==> src/common/adc_pkg.sv <==
// constants, types and register map of the converter control block
package adc_pkg;
    localparam int RES_W = 10;
    // register indices; byte address is four times the index
    localparam logic [7:0] IDX_RES_LO = 8'h78;
    localparam logic [7:0] IDX_RES_HI = 8'h79;
    localparam logic [7:0] IDX_CTRL = 8'h7a;
    localparam logic [7:0] IDX_TRIG = 8'h7b;
    localparam logic [7:0] IDX_CHAN = 8'h7c;
    localparam logic [11:0] ADDR_RES_LO = {2'h0, IDX_RES_LO, 2'h0};
    localparam logic [11:0] ADDR_RES_HI = {2'h0, IDX_RES_HI, 2'h0};
    localparam logic [11:0] ADDR_CTRL = {2'h0, IDX_CTRL, 2'h0};
    localparam logic [11:0] ADDR_TRIG = {2'h0, IDX_TRIG, 2'h0};
    localparam logic [11:0] ADDR_CHAN = {2'h0, IDX_CHAN, 2'h0};
    // control/status fields
    localparam int CTRL_ON = 7;
    localparam int CTRL_START = 6;
    localparam int CTRL_AUTO = 5;
    localparam int CTRL_FLAG = 4;
    localparam int CTRL_IRQ = 3;
    localparam int DIV_LSB = 0;
    localparam int DIV_MSB = 2;
    // channel select and trigger source fields
    localparam int CHAN_LEFT = 5;
    localparam int SEL_LSB = 0;
    localparam int SEL_MSB = 4;
    localparam int TRIG_MSB = 2;
    localparam logic [2:0] TRIG_FREE = 3'h0;
    // input select codes
    localparam logic [4:0] SEL_SE_LAST = 5'h07;
    localparam logic [4:0] SEL_GAIN_LAST = 5'h0f;
    localparam logic [4:0] SEL_NEG1_LAST = 5'h17;
    localparam logic [4:0] SEL_BANDGAP = 5'h1e;
    localparam logic [4:0] SEL_GROUND = 5'h1f;
    localparam logic [2:0] PIN_0 = 3'h0;
    localparam logic [2:0] PIN_1 = 3'h1;
    localparam logic [2:0] PIN_2 = 3'h2;
    // conversion lengths in converter clock cycles
    localparam logic [4:0] FIRST_CYCLES = 5'h19;
    localparam logic [4:0] NORMAL_CYCLES = 5'h0d;
    // prescaler: last count value per divider code (divide by value + 1)
    localparam logic [6:0] DIV_LAST [8] = '{7'h01, 7'h01, 7'h03, 7'h07,
                                            7'h0f, 7'h1f, 7'h3f, 7'h7f};
    typedef enum logic [1:0] {GAIN_NONE, GAIN_1X, GAIN_10X, GAIN_200X} gain_t;
    typedef enum logic [1:0] {SRC_PIN, SRC_BANDGAP, SRC_GROUND} source_t;
    typedef enum logic {CONV_IDLE, CONV_RUN} conv_t;
    typedef struct packed {
        logic start;
        logic first;
        logic differential;
        source_t source;
        logic [2:0] pos;
        logic [2:0] neg;
        gain_t gain;
    } core_req_t;
    typedef struct packed {
        logic on;
        logic auto_on;
        logic flag;
        logic irq_on;
        logic [2:0] div;
        logic left;
        logic [4:0] sel;
        logic [2:0] trig_src;
        conv_t conv;
        logic first;
        logic [4:0] ticks;
        logic [4:0] len;
        logic [4:0] sel_act;
        core_req_t req;
        logic [9:0] result;
        logic lock;
        logic trig_prev;
        logic [31:0] rdata;
    } ctl_state_t;
endpackage

==> src/verilog/adc_sync2.sv <==
// two-flop synchroniser for a group of levels
module adc_sync2 #(
    parameter int W = 1
) (
    input wire logic clock,
    input wire logic rst_n,
    input wire logic [W-1:0] din,
    output logic [W-1:0] dout
);
    logic [W-1:0] meta_r;
    always_ff @(posedge clock or negedge rst_n) begin
        if (!rst_n) begin
            meta_r <= '0;
            dout <= '0;
        end else begin
            meta_r <= din;
            dout <= meta_r;
        end
    end
endmodule

==> src/verilog/adc_clk_div.sv <==
// prescaler producing the converter clock as a one-cycle enable
module adc_clk_div
    import adc_pkg::*;
(
    input wire logic clock,
    input wire logic rst_n,
    input wire logic run,
    input wire logic [2:0] div_sel,
    output logic tick
);
    logic [6:0] count_r;
    logic [6:0] count_nxt;
    assign tick = run && (count_r >= DIV_LAST[div_sel]);
    always_comb begin
        count_nxt = count_r + 7'h01;
        if (!run || tick) begin
            count_nxt = '0;
        end
    end
    always_ff @(posedge clock or negedge rst_n) begin
        if (!rst_n) begin
            count_r <= '0;
        end else begin
            count_r <= count_nxt;
        end
    end
endmodule

==> src/verilog/adc_ctrl.sv <==
// converter control, channel select and result registers behind APB
// Functional notes
// - select field changes apply only after the running conversion completes
// - codes 0..7 single-ended inputs, 0x1e bandgap, 0x1f ground
// - 0x08..0x0f differential at 10x/200x, 0x10..0x1d against input 1 or 2 at 1x
// - converter on powers up; clearing it aborts a running conversion
// - writing start begins a conversion; free-running needs only the first
// - first conversion after enabling lasts 25 converter cycles, later ones 13
// - start reads one while converting; writing zero to it does nothing
// - with auto trigger on, a rising edge of the chosen trigger starts one
// - done flag sets when a conversion ends, also when a lock keeps the results from loading
// - done flag clears on interrupt acknowledge or a written one only
// - interrupt requested while flag, its enable and global enable are set
// - divider codes 0,1 divide by 2, then 4 up to 128
// - after a low byte read the result is frozen until the high byte is read
// - right or left alignment of the ten-bit result over two bytes
// - differential results are two's complement
// - trigger source has no effect while auto trigger is off
// - selecting free-running source produces no trigger edge by itself
// - alignment change shows at once in the result registers
//
// Local design decision: the APB slave port.
module adc_ctrl
    import adc_pkg::*;
(
    input wire logic clock,
    input wire logic nrst,
    input wire logic psel,
    input wire logic penable,
    input wire logic pwrite,
    input wire logic [11:0] paddr,
    input wire logic [31:0] pwdata,
    output logic [31:0] prdata,
    output logic pready,
    output logic pslverr,
    input wire logic [6:0] trigger_in,
    input wire logic irq_ack,
    input wire logic global_irq_on,
    output logic irq,
    output logic core_on,
    output logic core_tick,
    output core_req_t core_req,
    input wire logic [9:0] core_result
);
    logic rst_meta_r;
    logic rst_n;
    logic [6:0] trig_sync;
    logic [7:0] trig_levels;
    logic tick;
    logic done_evt;
    logic sw_start;
    logic trig_edge;
    logic trig_level;
    logic mapped;
    logic wr_ctrl;
    logic wr_chan;
    logic wr_trig;
    logic rd_lo;
    logic rd_hi;
    logic lo_pending;
    logic flag_clear;
    logic [7:0] res_lo_view;
    logic [7:0] res_hi_view;
    ctl_state_t st_r;
    ctl_state_t st_nxt;

    // reset is asserted at once and released through two flops
    always_ff @(posedge clock or negedge nrst) begin
        if (!nrst) begin
            rst_meta_r <= 1'b0;
            rst_n <= 1'b0;
        end else begin
            rst_meta_r <= 1'b1;
            rst_n <= rst_meta_r;
        end
    end

    adc_sync2 #(.W(7)) trig_sync_i (
        .clock(clock),
        .rst_n(rst_n),
        .din(trigger_in),
        .dout(trig_sync)
    );

    adc_clk_div div_i (
        .clock(clock),
        .rst_n(rst_n),
        .run(st_r.on),
        .div_sel(st_r.div),
        .tick(tick)
    );

    // channel decode for the analog core
    function automatic core_req_t decode(input logic [4:0] sel);
        core_req_t r;
        r = '0;
        r.source = SRC_PIN;
        r.gain = GAIN_NONE;
        if (sel <= SEL_SE_LAST) begin
            r.pos = sel[2:0];
        end else if (sel <= SEL_GAIN_LAST) begin
            r.differential = 1'b1;
            r.neg = sel[2] ? PIN_2 : PIN_0;
            r.pos = r.neg + {2'h0, sel[0]};
            r.gain = sel[1] ? GAIN_200X : GAIN_10X;
        end else if (sel == SEL_BANDGAP) begin
            r.source = SRC_BANDGAP;
        end else if (sel == SEL_GROUND) begin
            r.source = SRC_GROUND;
        end else begin
            r.differential = 1'b1;
            r.pos = sel[2:0];
            r.neg = (sel <= SEL_NEG1_LAST) ? PIN_1 : PIN_2;
            r.gain = GAIN_1X;
        end
        return r;
    endfunction

    // source 0 is free-running and contributes a level of zero
    assign trig_levels = {trig_sync, 1'b0};
    assign trig_level = trig_levels[st_r.trig_src];
    assign trig_edge = st_r.auto_on && trig_level && !st_r.trig_prev;

    assign mapped = (paddr == ADDR_RES_LO) || (paddr == ADDR_RES_HI) ||
                    (paddr == ADDR_CTRL) || (paddr == ADDR_TRIG) ||
                    (paddr == ADDR_CHAN);
    assign wr_ctrl = psel && penable && pwrite && (paddr == ADDR_CTRL);
    assign wr_chan = psel && penable && pwrite && (paddr == ADDR_CHAN);
    assign wr_trig = psel && penable && pwrite && (paddr == ADDR_TRIG);
    assign rd_lo = psel && penable && !pwrite && (paddr == ADDR_RES_LO);
    assign rd_hi = psel && penable && !pwrite && (paddr == ADDR_RES_HI);
    // a low-byte read already in setup freezes the result, so data and lock agree
    assign lo_pending = psel && !pwrite && (paddr == ADDR_RES_LO);
    assign sw_start = wr_ctrl && pwdata[CTRL_START] && pwdata[CTRL_ON];
    assign flag_clear = irq_ack || (wr_ctrl && pwdata[CTRL_FLAG]);
    assign done_evt = (st_r.conv == CONV_RUN) && st_r.on && tick &&
                      (st_r.ticks == st_r.len - 5'h01);

    // alignment applies to the stored result at read time
    always_comb begin
        if (st_r.left) begin
            res_hi_view = st_r.result[9:2];
            res_lo_view = {st_r.result[1:0], 6'h00};
        end else begin
            res_hi_view = {6'h00, st_r.result[9:8]};
            res_lo_view = st_r.result[7:0];
        end
    end

    always_comb begin
        st_nxt = st_r;
        st_nxt.req.start = 1'b0;
        st_nxt.trig_prev = trig_level;
        if (wr_ctrl) begin
            st_nxt.on = pwdata[CTRL_ON];
            st_nxt.auto_on = pwdata[CTRL_AUTO];
            st_nxt.irq_on = pwdata[CTRL_IRQ];
            st_nxt.div = pwdata[DIV_MSB:DIV_LSB];
            if (pwdata[CTRL_ON] && !st_r.on) begin
                st_nxt.first = 1'b1;
            end
        end
        if (wr_chan) begin
            st_nxt.left = pwdata[CHAN_LEFT];
            st_nxt.sel = pwdata[SEL_MSB:SEL_LSB];
        end
        if (wr_trig) begin
            st_nxt.trig_src = pwdata[TRIG_MSB:0];
        end
        if (rd_lo) begin
            st_nxt.lock = 1'b1;
        end
        if (rd_hi) begin
            st_nxt.lock = 1'b0;
        end
        if (st_r.conv == CONV_RUN && tick) begin
            st_nxt.ticks = st_r.ticks + 5'h01;
        end
        if (done_evt) begin
            st_nxt.conv = CONV_IDLE;
            if (!st_r.lock && !lo_pending) begin
                st_nxt.result = core_result;
                if (st_r.req.differential) begin
                    st_nxt.result[9] = ~core_result[9];
                end
            end
        end
        // set wins over clear
        st_nxt.flag = (st_r.flag && !flag_clear) || done_evt;
        if ((st_nxt.conv == CONV_IDLE) && st_nxt.on &&
            (sw_start || trig_edge ||
             (done_evt && st_r.auto_on && st_r.trig_src == TRIG_FREE))) begin
            st_nxt.conv = CONV_RUN;
            st_nxt.ticks = '0;
            st_nxt.len = st_nxt.first ? FIRST_CYCLES : NORMAL_CYCLES;
            st_nxt.first = 1'b0;
            st_nxt.sel_act = st_nxt.sel;
            st_nxt.req = decode(st_nxt.sel);
            st_nxt.req.first = st_nxt.first ^ (st_nxt.len == FIRST_CYCLES);
            st_nxt.req.start = 1'b1;
        end
        if (!st_nxt.on) begin
            st_nxt.conv = CONV_IDLE;
        end
        if (psel && !penable && !pwrite) begin
            st_nxt.rdata = '0;
            case (paddr)
                ADDR_RES_LO: st_nxt.rdata[7:0] = res_lo_view;
                ADDR_RES_HI: st_nxt.rdata[7:0] = res_hi_view;
                ADDR_CTRL: st_nxt.rdata[7:0] = {st_r.on, st_r.conv == CONV_RUN,
                    st_r.auto_on, st_r.flag, st_r.irq_on, st_r.div};
                ADDR_TRIG: st_nxt.rdata[TRIG_MSB:0] = st_r.trig_src;
                ADDR_CHAN: st_nxt.rdata[7:0] = {2'h0, st_r.left, st_r.sel};
                default: st_nxt.rdata = '0;
            endcase
        end
    end

    always_ff @(posedge clock or negedge rst_n) begin
        if (!rst_n) begin
            st_r <= '0;
        end else begin
            st_r <= st_nxt;
        end
    end

    // zero-wait slave: data loaded in setup, answered in the access cycle
    assign pready = 1'b1;
    assign pslverr = psel && penable && !mapped;
    assign prdata = st_r.rdata;
    assign irq = st_r.flag && st_r.irq_on && global_irq_on;
    assign core_on = st_r.on;
    assign core_tick = tick && st_r.on;
    assign core_req = st_r.req;
endmodule

==> config.mk <==
export PLATFORM = sky130hd
export DESIGN_NAME = adc_ctrl
export DESIGN_NICKNAME = d
export VERILOG_FILES = /design/src/common/adc_pkg.sv /design/src/verilog/adc_sync2.sv /design/src/verilog/adc_clk_div.sv /design/src/verilog/adc_ctrl.sv
export SDC_FILE = /design/constraint.sdc
export NUM_CORES = 1
export LEC_CHECK = 0
export ABC_AREA = 1
export ABC_CLOCK_PERIOD_IN_PS = 2670
export BUFFER_PORTS_ARGS = -buffer_cell sky130_fd_sc_hd__buf_4
export CAP_MARGIN = 5
export CORE_MARGIN = 2
export CORE_UTILIZATION = 53
export CTS_CLUSTER_SIZE = 24
export DETAILED_ROUTE_END_ITERATION = 8
export PLACE_DENSITY_LB_ADDON = 0.2
export SLEW_MARGIN = 15
export SYNTH_ARGS = -nofsm -noshare
export SYNTH_HDL_FRONTEND = slang
export SYNTH_SLANG_ARGS = --single-unit
==> constraint.sdc <==
create_clock -name clock -period 2.67 [get_ports clock]
set_input_delay 0 -clock clock [delete_from_list [all_inputs] [get_ports clock]]
set_output_delay 0 -clock clock [all_outputs]
set_load 0.05 [all_outputs]
Word level (Yosys, flattened, before mapping)
Memories as Yosys holds them, arrays and structs flattened. Index checks and enable logic that the tools add are counted.

Register bits after elaboration: 89. Word-level logic and storage cells: 142. Bits in writable memories: 0. Bits in read-only memories: 56. Bits in latches: 0. Input bits: 68. Memories kept: 1.

Memory list: (name not given) (depth 8, bits a word 7, read ports 1, clocked after memory_dff 0, wr ports 0, line adc_clk_div.sv:13) `assign tick = run && (count_r >= DIV_LAST[div_sel]);`.

Bitwise operators: 3. Magnitude comparators: 6. Div/mod/pow operators: 0. Add/sub/neg operators: 4. Reduce and logical (&&, ||, !) cells: 54. Shift operators: 0. Multiplexer cells: 36. Multiply operators: 0. Equal/unequal tests: 9.

Operators by type and width (count): 12-bit by 9-bit == test with 1-bit output, second input constant (5); 8-bit 2-to-1 mux (5); 1-bit logical AND (33); 30-bit 2-to-1 mux (1); 7-bit 2-to-1 mux (3); 5-bit 2-to-1 mux (4); 5-bit one-hot mux with 4 select lines (1); 5-bit == test, second input constant (3); 3-bit one-hot mux with 5 select lines (1); 1-bit 2-to-1 mux (12); 2-bit 2-to-1 mux (6); 1-bit logical OR (9); 1-bit logical NOT (8); 7-bit by 1-bit adder with 7-bit output, second input constant (1); 7-bit >= comparator (1); 3-bit 2-to-1 mux (2); 5-bit by 1-bit adder with 5-bit output, second input constant (1); 5-bit == test (1); 5-bit by 3-bit <= comparator with 1-bit output, second input constant (1); 5-bit by 4-bit <= comparator with 1-bit output, second input constant (1); 5-bit <= comparator, second input constant (1); 5-bit by 1-bit subtractor with 5-bit output, second input constant (1); 4-bit >= comparator, second input constant (1); 3-bit by 4-bit less-than comparator with 1-bit output, second input constant (1); other kinds (7) (9).

Longest topological paths before layout
Depth in word-level cells: 14. Gate-level depth with buffers: 15. Mapped depth without buffers: 15.

Cells and area by module
A second synthesis with hierarchy kept.

Cells, all modules: 565. Area total of the unflattened synthesis: 4505.6 um^2.

Modules (own cells, without submodules): adc_ctrl (times used 1, cells each 486, sequential area each 1476.4 um^2, area an instance 3634.7 um^2); adc_clk_div (times used 1, cells each 65, sequential area each 175.2 um^2, area an instance 520.5 um^2); adc_sync2 (times used 1, cells each 14, sequential area each 350.3 um^2, area an instance 350.3 um^2).

Worst setup path after synthesis
No wires, ideal clock.

Path type: input-to-output. Start: in paddr[8]. End: out pslverr. Stages: 7. Data required time: 2.670 ns. Buffers on the path: 0. Path slack: -0.169 ns. Arrival time: 2.839 ns. Path through: inv_1 > nor2_2 > nand2_2 > nor2_4 > inv_1 > nor2_1 > a2111oi_0.

Word-level cells in the longest chain between the ends: 7.

Ends and longest elaborated chain: start, declared (line adc_ctrl.sv:31) `input wire logic [11:0] paddr,`; 12-bit by 9-bit == test with 1-bit output (line adc_ctrl.sv:124) `assign mapped = (paddr == ADDR_RES_LO) || (paddr == ADDR_RES_HI) ||`; 1-bit logical OR (2 in a row) (line adc_ctrl.sv:124); 1-bit logical OR (line adc_ctrl.sv:125) `(paddr == ADDR_CTRL) || (paddr == ADDR_TRIG) ||`; 1-bit logical OR (*) (line adc_ctrl.sv:125); 1-bit logical NOT (*) (line adc_ctrl.sv:229) `assign pslverr = psel && penable && !mapped;`; 1-bit logical AND (*) (line adc_ctrl.sv:229); end, declared (line adc_ctrl.sv:35) `output logic pslverr,`.

Every way passes the cells marked *; elsewhere a longest branch is shown, timed or not.

Final worst setup path
Start: reg st_r[84] (netlist bit). End: reg st_r (netlist bit core_req[5]).

Word-level cells in the longest chain between the ends: 12.

Ends and longest elaborated chain: start, declared (line adc_ctrl.sv:64) `ctl_state_t st_r;`; start signal, assigned (line adc_ctrl.sv:223) `st_r <= st_nxt;`; 3-bit NOT with 4-bit output (not written as such) (*) (line adc_clk_div.sv:13); memory 8 x 7 bit (*); 7-bit 2-to-1 mux (not written as such) (*) (2 in a row) (line adc_clk_div.sv:13); 7-bit >= comparator (*) (line adc_clk_div.sv:13); 1-bit logical AND (*) (line adc_clk_div.sv:13); 1-bit logical AND (*) (2 in a row) (line adc_ctrl.sv:136) `assign done_evt = (st_r.conv == CONV_RUN) && st_r.on && tick &&`; 1-bit 2-to-1 mux or 1-bit logical AND (tied branches) (line adc_ctrl.sv:179, adc_ctrl.sv:192); 1-bit NOT or 1-bit logical AND (tied branches) (line adc_ctrl.sv:190, adc_ctrl.sv:192); 1-bit logical AND or 1-bit logical OR (tied branches) (line adc_ctrl.sv:190, adc_ctrl.sv:191); 1-bit logical AND (*) (line adc_ctrl.sv:190) `if ((st_nxt.conv == CONV_IDLE) && st_nxt.on &&`.

Every way passes the cells marked *; elsewhere a longest branch is shown, timed or not. The select of a mux whose other input is x is not followed. A chain may end at the register's enable or synchronous reset.

==> flow_summary.rst <==
.. list-table::
   :header-rows: 1

   * - Metric
     - Value
   * - Outcome
     - finished, final reports clean
   * - Total power
     - approximately 3000 uW
   * - Net load switching power
     - 932 uW
   * - Startpoint type of the worst setup path
     - register
   * - Placed wire-length estimate after detailed placement
     - 6550 um
   * - Cell count of the worst reg-to-reg path
     - 14
   * - TritonCTS clock tree
     - yes
   * - Cell types occupying the most area after synthesis
     - dfrtp_1, nand2_1, buf_4, inv_1, nand3_1
   * - Top-level port count
     - approximately 120
   * - Worst VDD drop
     - about 340 uV
   * - Count of endpoints failing setup in the final report
     - 0
   * - Number of endpoints with negative hold slack in the final report
     - 0
   * - Headroom to the max-slew limit
     - about 34%
   * - Summed negative setup slack over all endpoints
     - 0 ps
   * - Signed area change from the synthesized netlist to the final layout
     - 19.8%
   * - Avg Synthesized Cell Area
     - approximately 8.4 um2
   * - HP Class
     - input pin to register
   * - Average detailed-routed wire length per instance
     - between 10 and 15 um
   * - Biggest area consumer among synthesized cells
     - dfrtp_1
   * - Final instance area
     - 5210 um2
   * - Uppermost metal layer occupied by signal nets
     - met4
   * - Max Cap Viol
     - 0
   * - Proportion of power drawn by combinational gates
     - 18.9%
   * - DRC violation count after routing
     - 0
   * - Portion of the post-synthesis area used by sequential elements
     - between 40% and 50%
   * - Final weighted congestion in routability-driven placement
     - 0.839
   * - Final Max Tran Viols
     - 0
   * - Critical-path maximum fanout
     - 16
   * - Post-route clock period utilization
     - between 80% and 90%
   * - Pre-CTS WS
     - a little over 400 ps
   * - Leakage dissipation
     - about 0.0027 uW
   * - Data arrival time of the critical path
     - approximately 2600 ps
   * - Initial Utilization
     - approximately 54%
   * - Total congestion overflow after global routing
     - 0
   * - RSZ-0062 raised after global routing
     - false
   * - Antenna cell count
     - 0
   * - Number of clock sinks
     - 80
   * - Transition time at the pin with the least slew margin
     - 983 ps
   * - Number of core rows
     - 33
   * - Area share of the largest cell type after synthesis
     - roughly 46%
   * - Syn. warnings
     - 0
   * - Height of the die
     - ~95 um
   * - Fraction of layout cells with a size suffix above 1
     - a little over a fifth
   * - Antenna violations before repair
     - 0
   * - Met2 Routed Length
     - approximately 4300 um
   * - Cell at the root of the clock tree
     - clkbuf_8
   * - Worst clock skew
     - a little over 8 ps
   * - Capturing element type of the critical path
     - register
   * - Clk slew on worst S/H paths
     - ~90 ps
   * - Deepest level of the CTS H-tree
     - 3
   * - Post-synthesis instance area
     - roughly 4300 um2
   * - Horizontal die dimension
     - around 95 um
   * - Buffers from clock root to sink, at most
     - 2
   * - Crit path time final
     - between 2000 and 2500 ps
   * - Endpoint required time on the critical path
     - 2950 ps
   * - Unique cell type count in the Yosys netlist
     - 43
   * - Die Footprint
     - between 8000 and 9000 um2
   * - Least setup slack across all paths after layout
     - roughly 360 ps
   * - First-pass GRT wire length
     - approximately 15000 um
   * - Met3 Routed Length
     - roughly 360 um
   * - Clock network fraction of total power
     - roughly a third
   * - Proportion of power drawn by flip-flops and latches
     - between 40 and 50%
   * - Synth Register Bits
     - 80
   * - Largest net degree at the start of global routing
     - 79
   * - Buffers on Ports
     - 67
   * - Latest clock arrival within the worst-skew pair
     - roughly 350 ps
   * - Via count of the first global-routing pass
     - approximately 3300
   * - Number of nets still failing antenna checks after routing
     - 0
   * - Total routing usage reported by global routing
     - 21.4%
   * - Met1 layer wirelength in the final routing
     - 4170 um
   * - Post-Route Hold Slack
     - 52.5 ps
   * - Category of the critical setup timing path
     - register to register
   * - Number of stages on the worst hold path
     - 3
   * - Highest Clock Rate
     - around 0.43 GHz
   * - Switching power as a share of total power
     - a little under a third
   * - Final-stage net count
     - roughly 680
   * - Placed inst area
     - 4700 um2
   * - Vias post-DR
     - 3473
   * - Total internal power
     - between 2000 and 2500 uW
   * - Number of filler instances in the final layout
     - between 700 and 800
   * - Gate Count Post-Synth
     - 520
   * - Placeable Area
     - 8090 um2
   * - Power per unit of standard cell area
     - 582 nW/um2
   * - Number of vias per cell after detailed routing
     - 4.90
   * - Total iterations of the first detailed-routing run
     - 4
   * - Num CTS Buffers
     - 9
   * - Iter 0 DRT Violations
     - 164
   * - Sum of routed wire length over all layers
     - 8980 um
[kinds of logic after synthesis]
kind of cell	Yosys count	share of synthesized area, %
flip-flops	80	46.0
XOR/XNOR	8	1.61
adder cells (fa/ha/maj)	10	2.88
other	2	0.173
buffers and inverters	114	14.3
AND/OR/NAND/NOR	242	25.6
multiplexers	2	0.489
AO/OA/AOI/OAI	62	8.92
[timing repair]
action / 4_1_cts / 5_1_grt
hold endpoints to repair: 31 / 0
setup buffers: 0 / 0
gates resized for setup: 0 / 0
hold buffers: 28 / 0
[final timing paths]
| path | endpoint | startpoint | slack (ps) |
|---|---|---|---|
| hold reg to reg | trig_sync_i.dout[3] | trig_sync_i.meta_r[3] | 350 |
| max in group asynchronous | prdata[2] | rst_n | 1530 |
| hold / removal | st_r[81] | pwdata[4] | 50 |
| setup / recovery | core_req[5] | st_r[84] | 360 |
| min in group asynchronous | core_req[8] | rst_n | 500 |
| setup reg to reg | core_req[5] | st_r[84] | 360 |
[flip-flops by register name, indices dropped and copies added, names as in the netlist]
signal / flops
core_req: 12
trig_sync_i.meta_r: 7
prdata: 8
core_on: 1
trig_sync_i.dout: 7
rst_meta_r: 1
rst_n: 1
st_r: 36
div_i.count_r: 7
[routing by layer]
metal	up-vias	track usage [%]
li1	1749	-
met1	1614	29.5
met2	98	35.2
met3	12	3.03
met4	0	7.00
met5	-	0
[placed cells by master, fill, tap and decap left out, drive strengths merged]
cell type / Yosys / final
a2111oi: 1 / 1
o211ai: 1 / 1
nor3b: 3 / 3
inv: 60 / 64
and2: 2 / 2
xnor2: 3 / 3
nand2: 140 / 140
o32ai: 1 / 1
bufinv: 0 / 2
o221ai: 3 / 3
ha: 10 / 10
nand4: 8 / 8
o21ai: 38 / 38
o22ai: 2 / 2
dlygate4sd3: 0 / 28
nor2: 51 / 51
conb: 2 / 27
nor3: 2 / 2
mux2i: 1 / 1
o2111ai: 1 / 1
a21oi: 7 / 7
a31oi: 2 / 2
mux2: 1 / 1
o22a: 2 / 2
dfrtp: 80 / 80
o31ai: 3 / 3
nand3b: 1 / 1
xor2: 5 / 5
a21boi: 1 / 1
clkinv: 1 / 2
clkbuf: 3 / 9
buf: 50 / 68
nand3: 35 / 35
[power groups by stage]
stage          clock network, uW  registers, uW  logic, uW
6_report                    1020           1440        574
3_5_place_dp                   0           1460        538
3_3_place_gp                   0           1460        513
5_1_grt                     1100           1460        647
4_1_cts                     1050           1440        573
2_1_floorplan                  0           1430        451
[metrics by stage]
stage,std cells,utilization [%]
after floorplan,545,-
after global placement,665,58.0
after detailed placement,665,58.0
after CTS,709,64.3
after global routing,709,64.3
final,709,64.3
[layout make-up]
type	count	area, um2	area share, %
Clock inverter	7	106	2.04
Clock buffer	9	124	2.38
Tap cell	105	131	2.52
Inverter	61	230	4.42
Multi-Input combinational cell	351	1820	34.9
Timing Repair Buffer	96	791	15.2
Sequential cell	80	2010	38.5
[critical path, stage by stage (launching register included)]
cell     delay [ps]
dfrtp_1         430
o21ai_0         200
ha_1            270
nand2_1          70
nand2_1          50
a21oi_1         200
nand2_1         120
nand2_1         110
o21ai_0         120
nand2_1          90
inv_2            50
nand2_4         120
buf_4           260
nand2_1          70
o21ai_1          80
[synth_stat cells]
| cell | n |
|---|---|
| a31oi_1 | 2 |
| a21oi_1 | 7 |
| o2111ai_1 | 1 |
| nor2_4 | 4 |
| xnor2_1 | 3 |
| o31ai_1 | 3 |
| a21boi_0 | 1 |
| o32ai_1 | 1 |
| nor2_2 | 8 |
| and2_0 | 1 |
| inv_1 | 53 |
| nand3_1 | 31 |
| conb_1 | 2 |
| nor2_1 | 39 |
| a2111oi_0 | 1 |
| nand3_2 | 3 |
| o22ai_1 | 2 |
| inv_2 | 7 |
| nand3b_1 | 1 |
| o21ai_0 | 20 |
| clkbuf_1 | 3 |
| nor3b_1 | 3 |
| o21ai_1 | 10 |
| buf_2 | 1 |
| buf_6 | 2 |
| and2_1 | 1 |
| nand2_1 | 126 |
| nand4_1 | 8 |
| o211ai_1 | 1 |
| nor3_1 | 2 |
| nand2_4 | 1 |
| dfrtp_1 | 80 |
| buf_4 | 47 |
| nand2_2 | 13 |
| mux2i_1 | 1 |
| clkinv_2 | 1 |
| o22a_1 | 2 |
| o21ai_2 | 8 |
| nand3_4 | 1 |
| xor2_1 | 5 |
| mux2_2 | 1 |
| o221ai_1 | 3 |
| ha_1 | 10 |
Power figures use the tool's default switching activity.
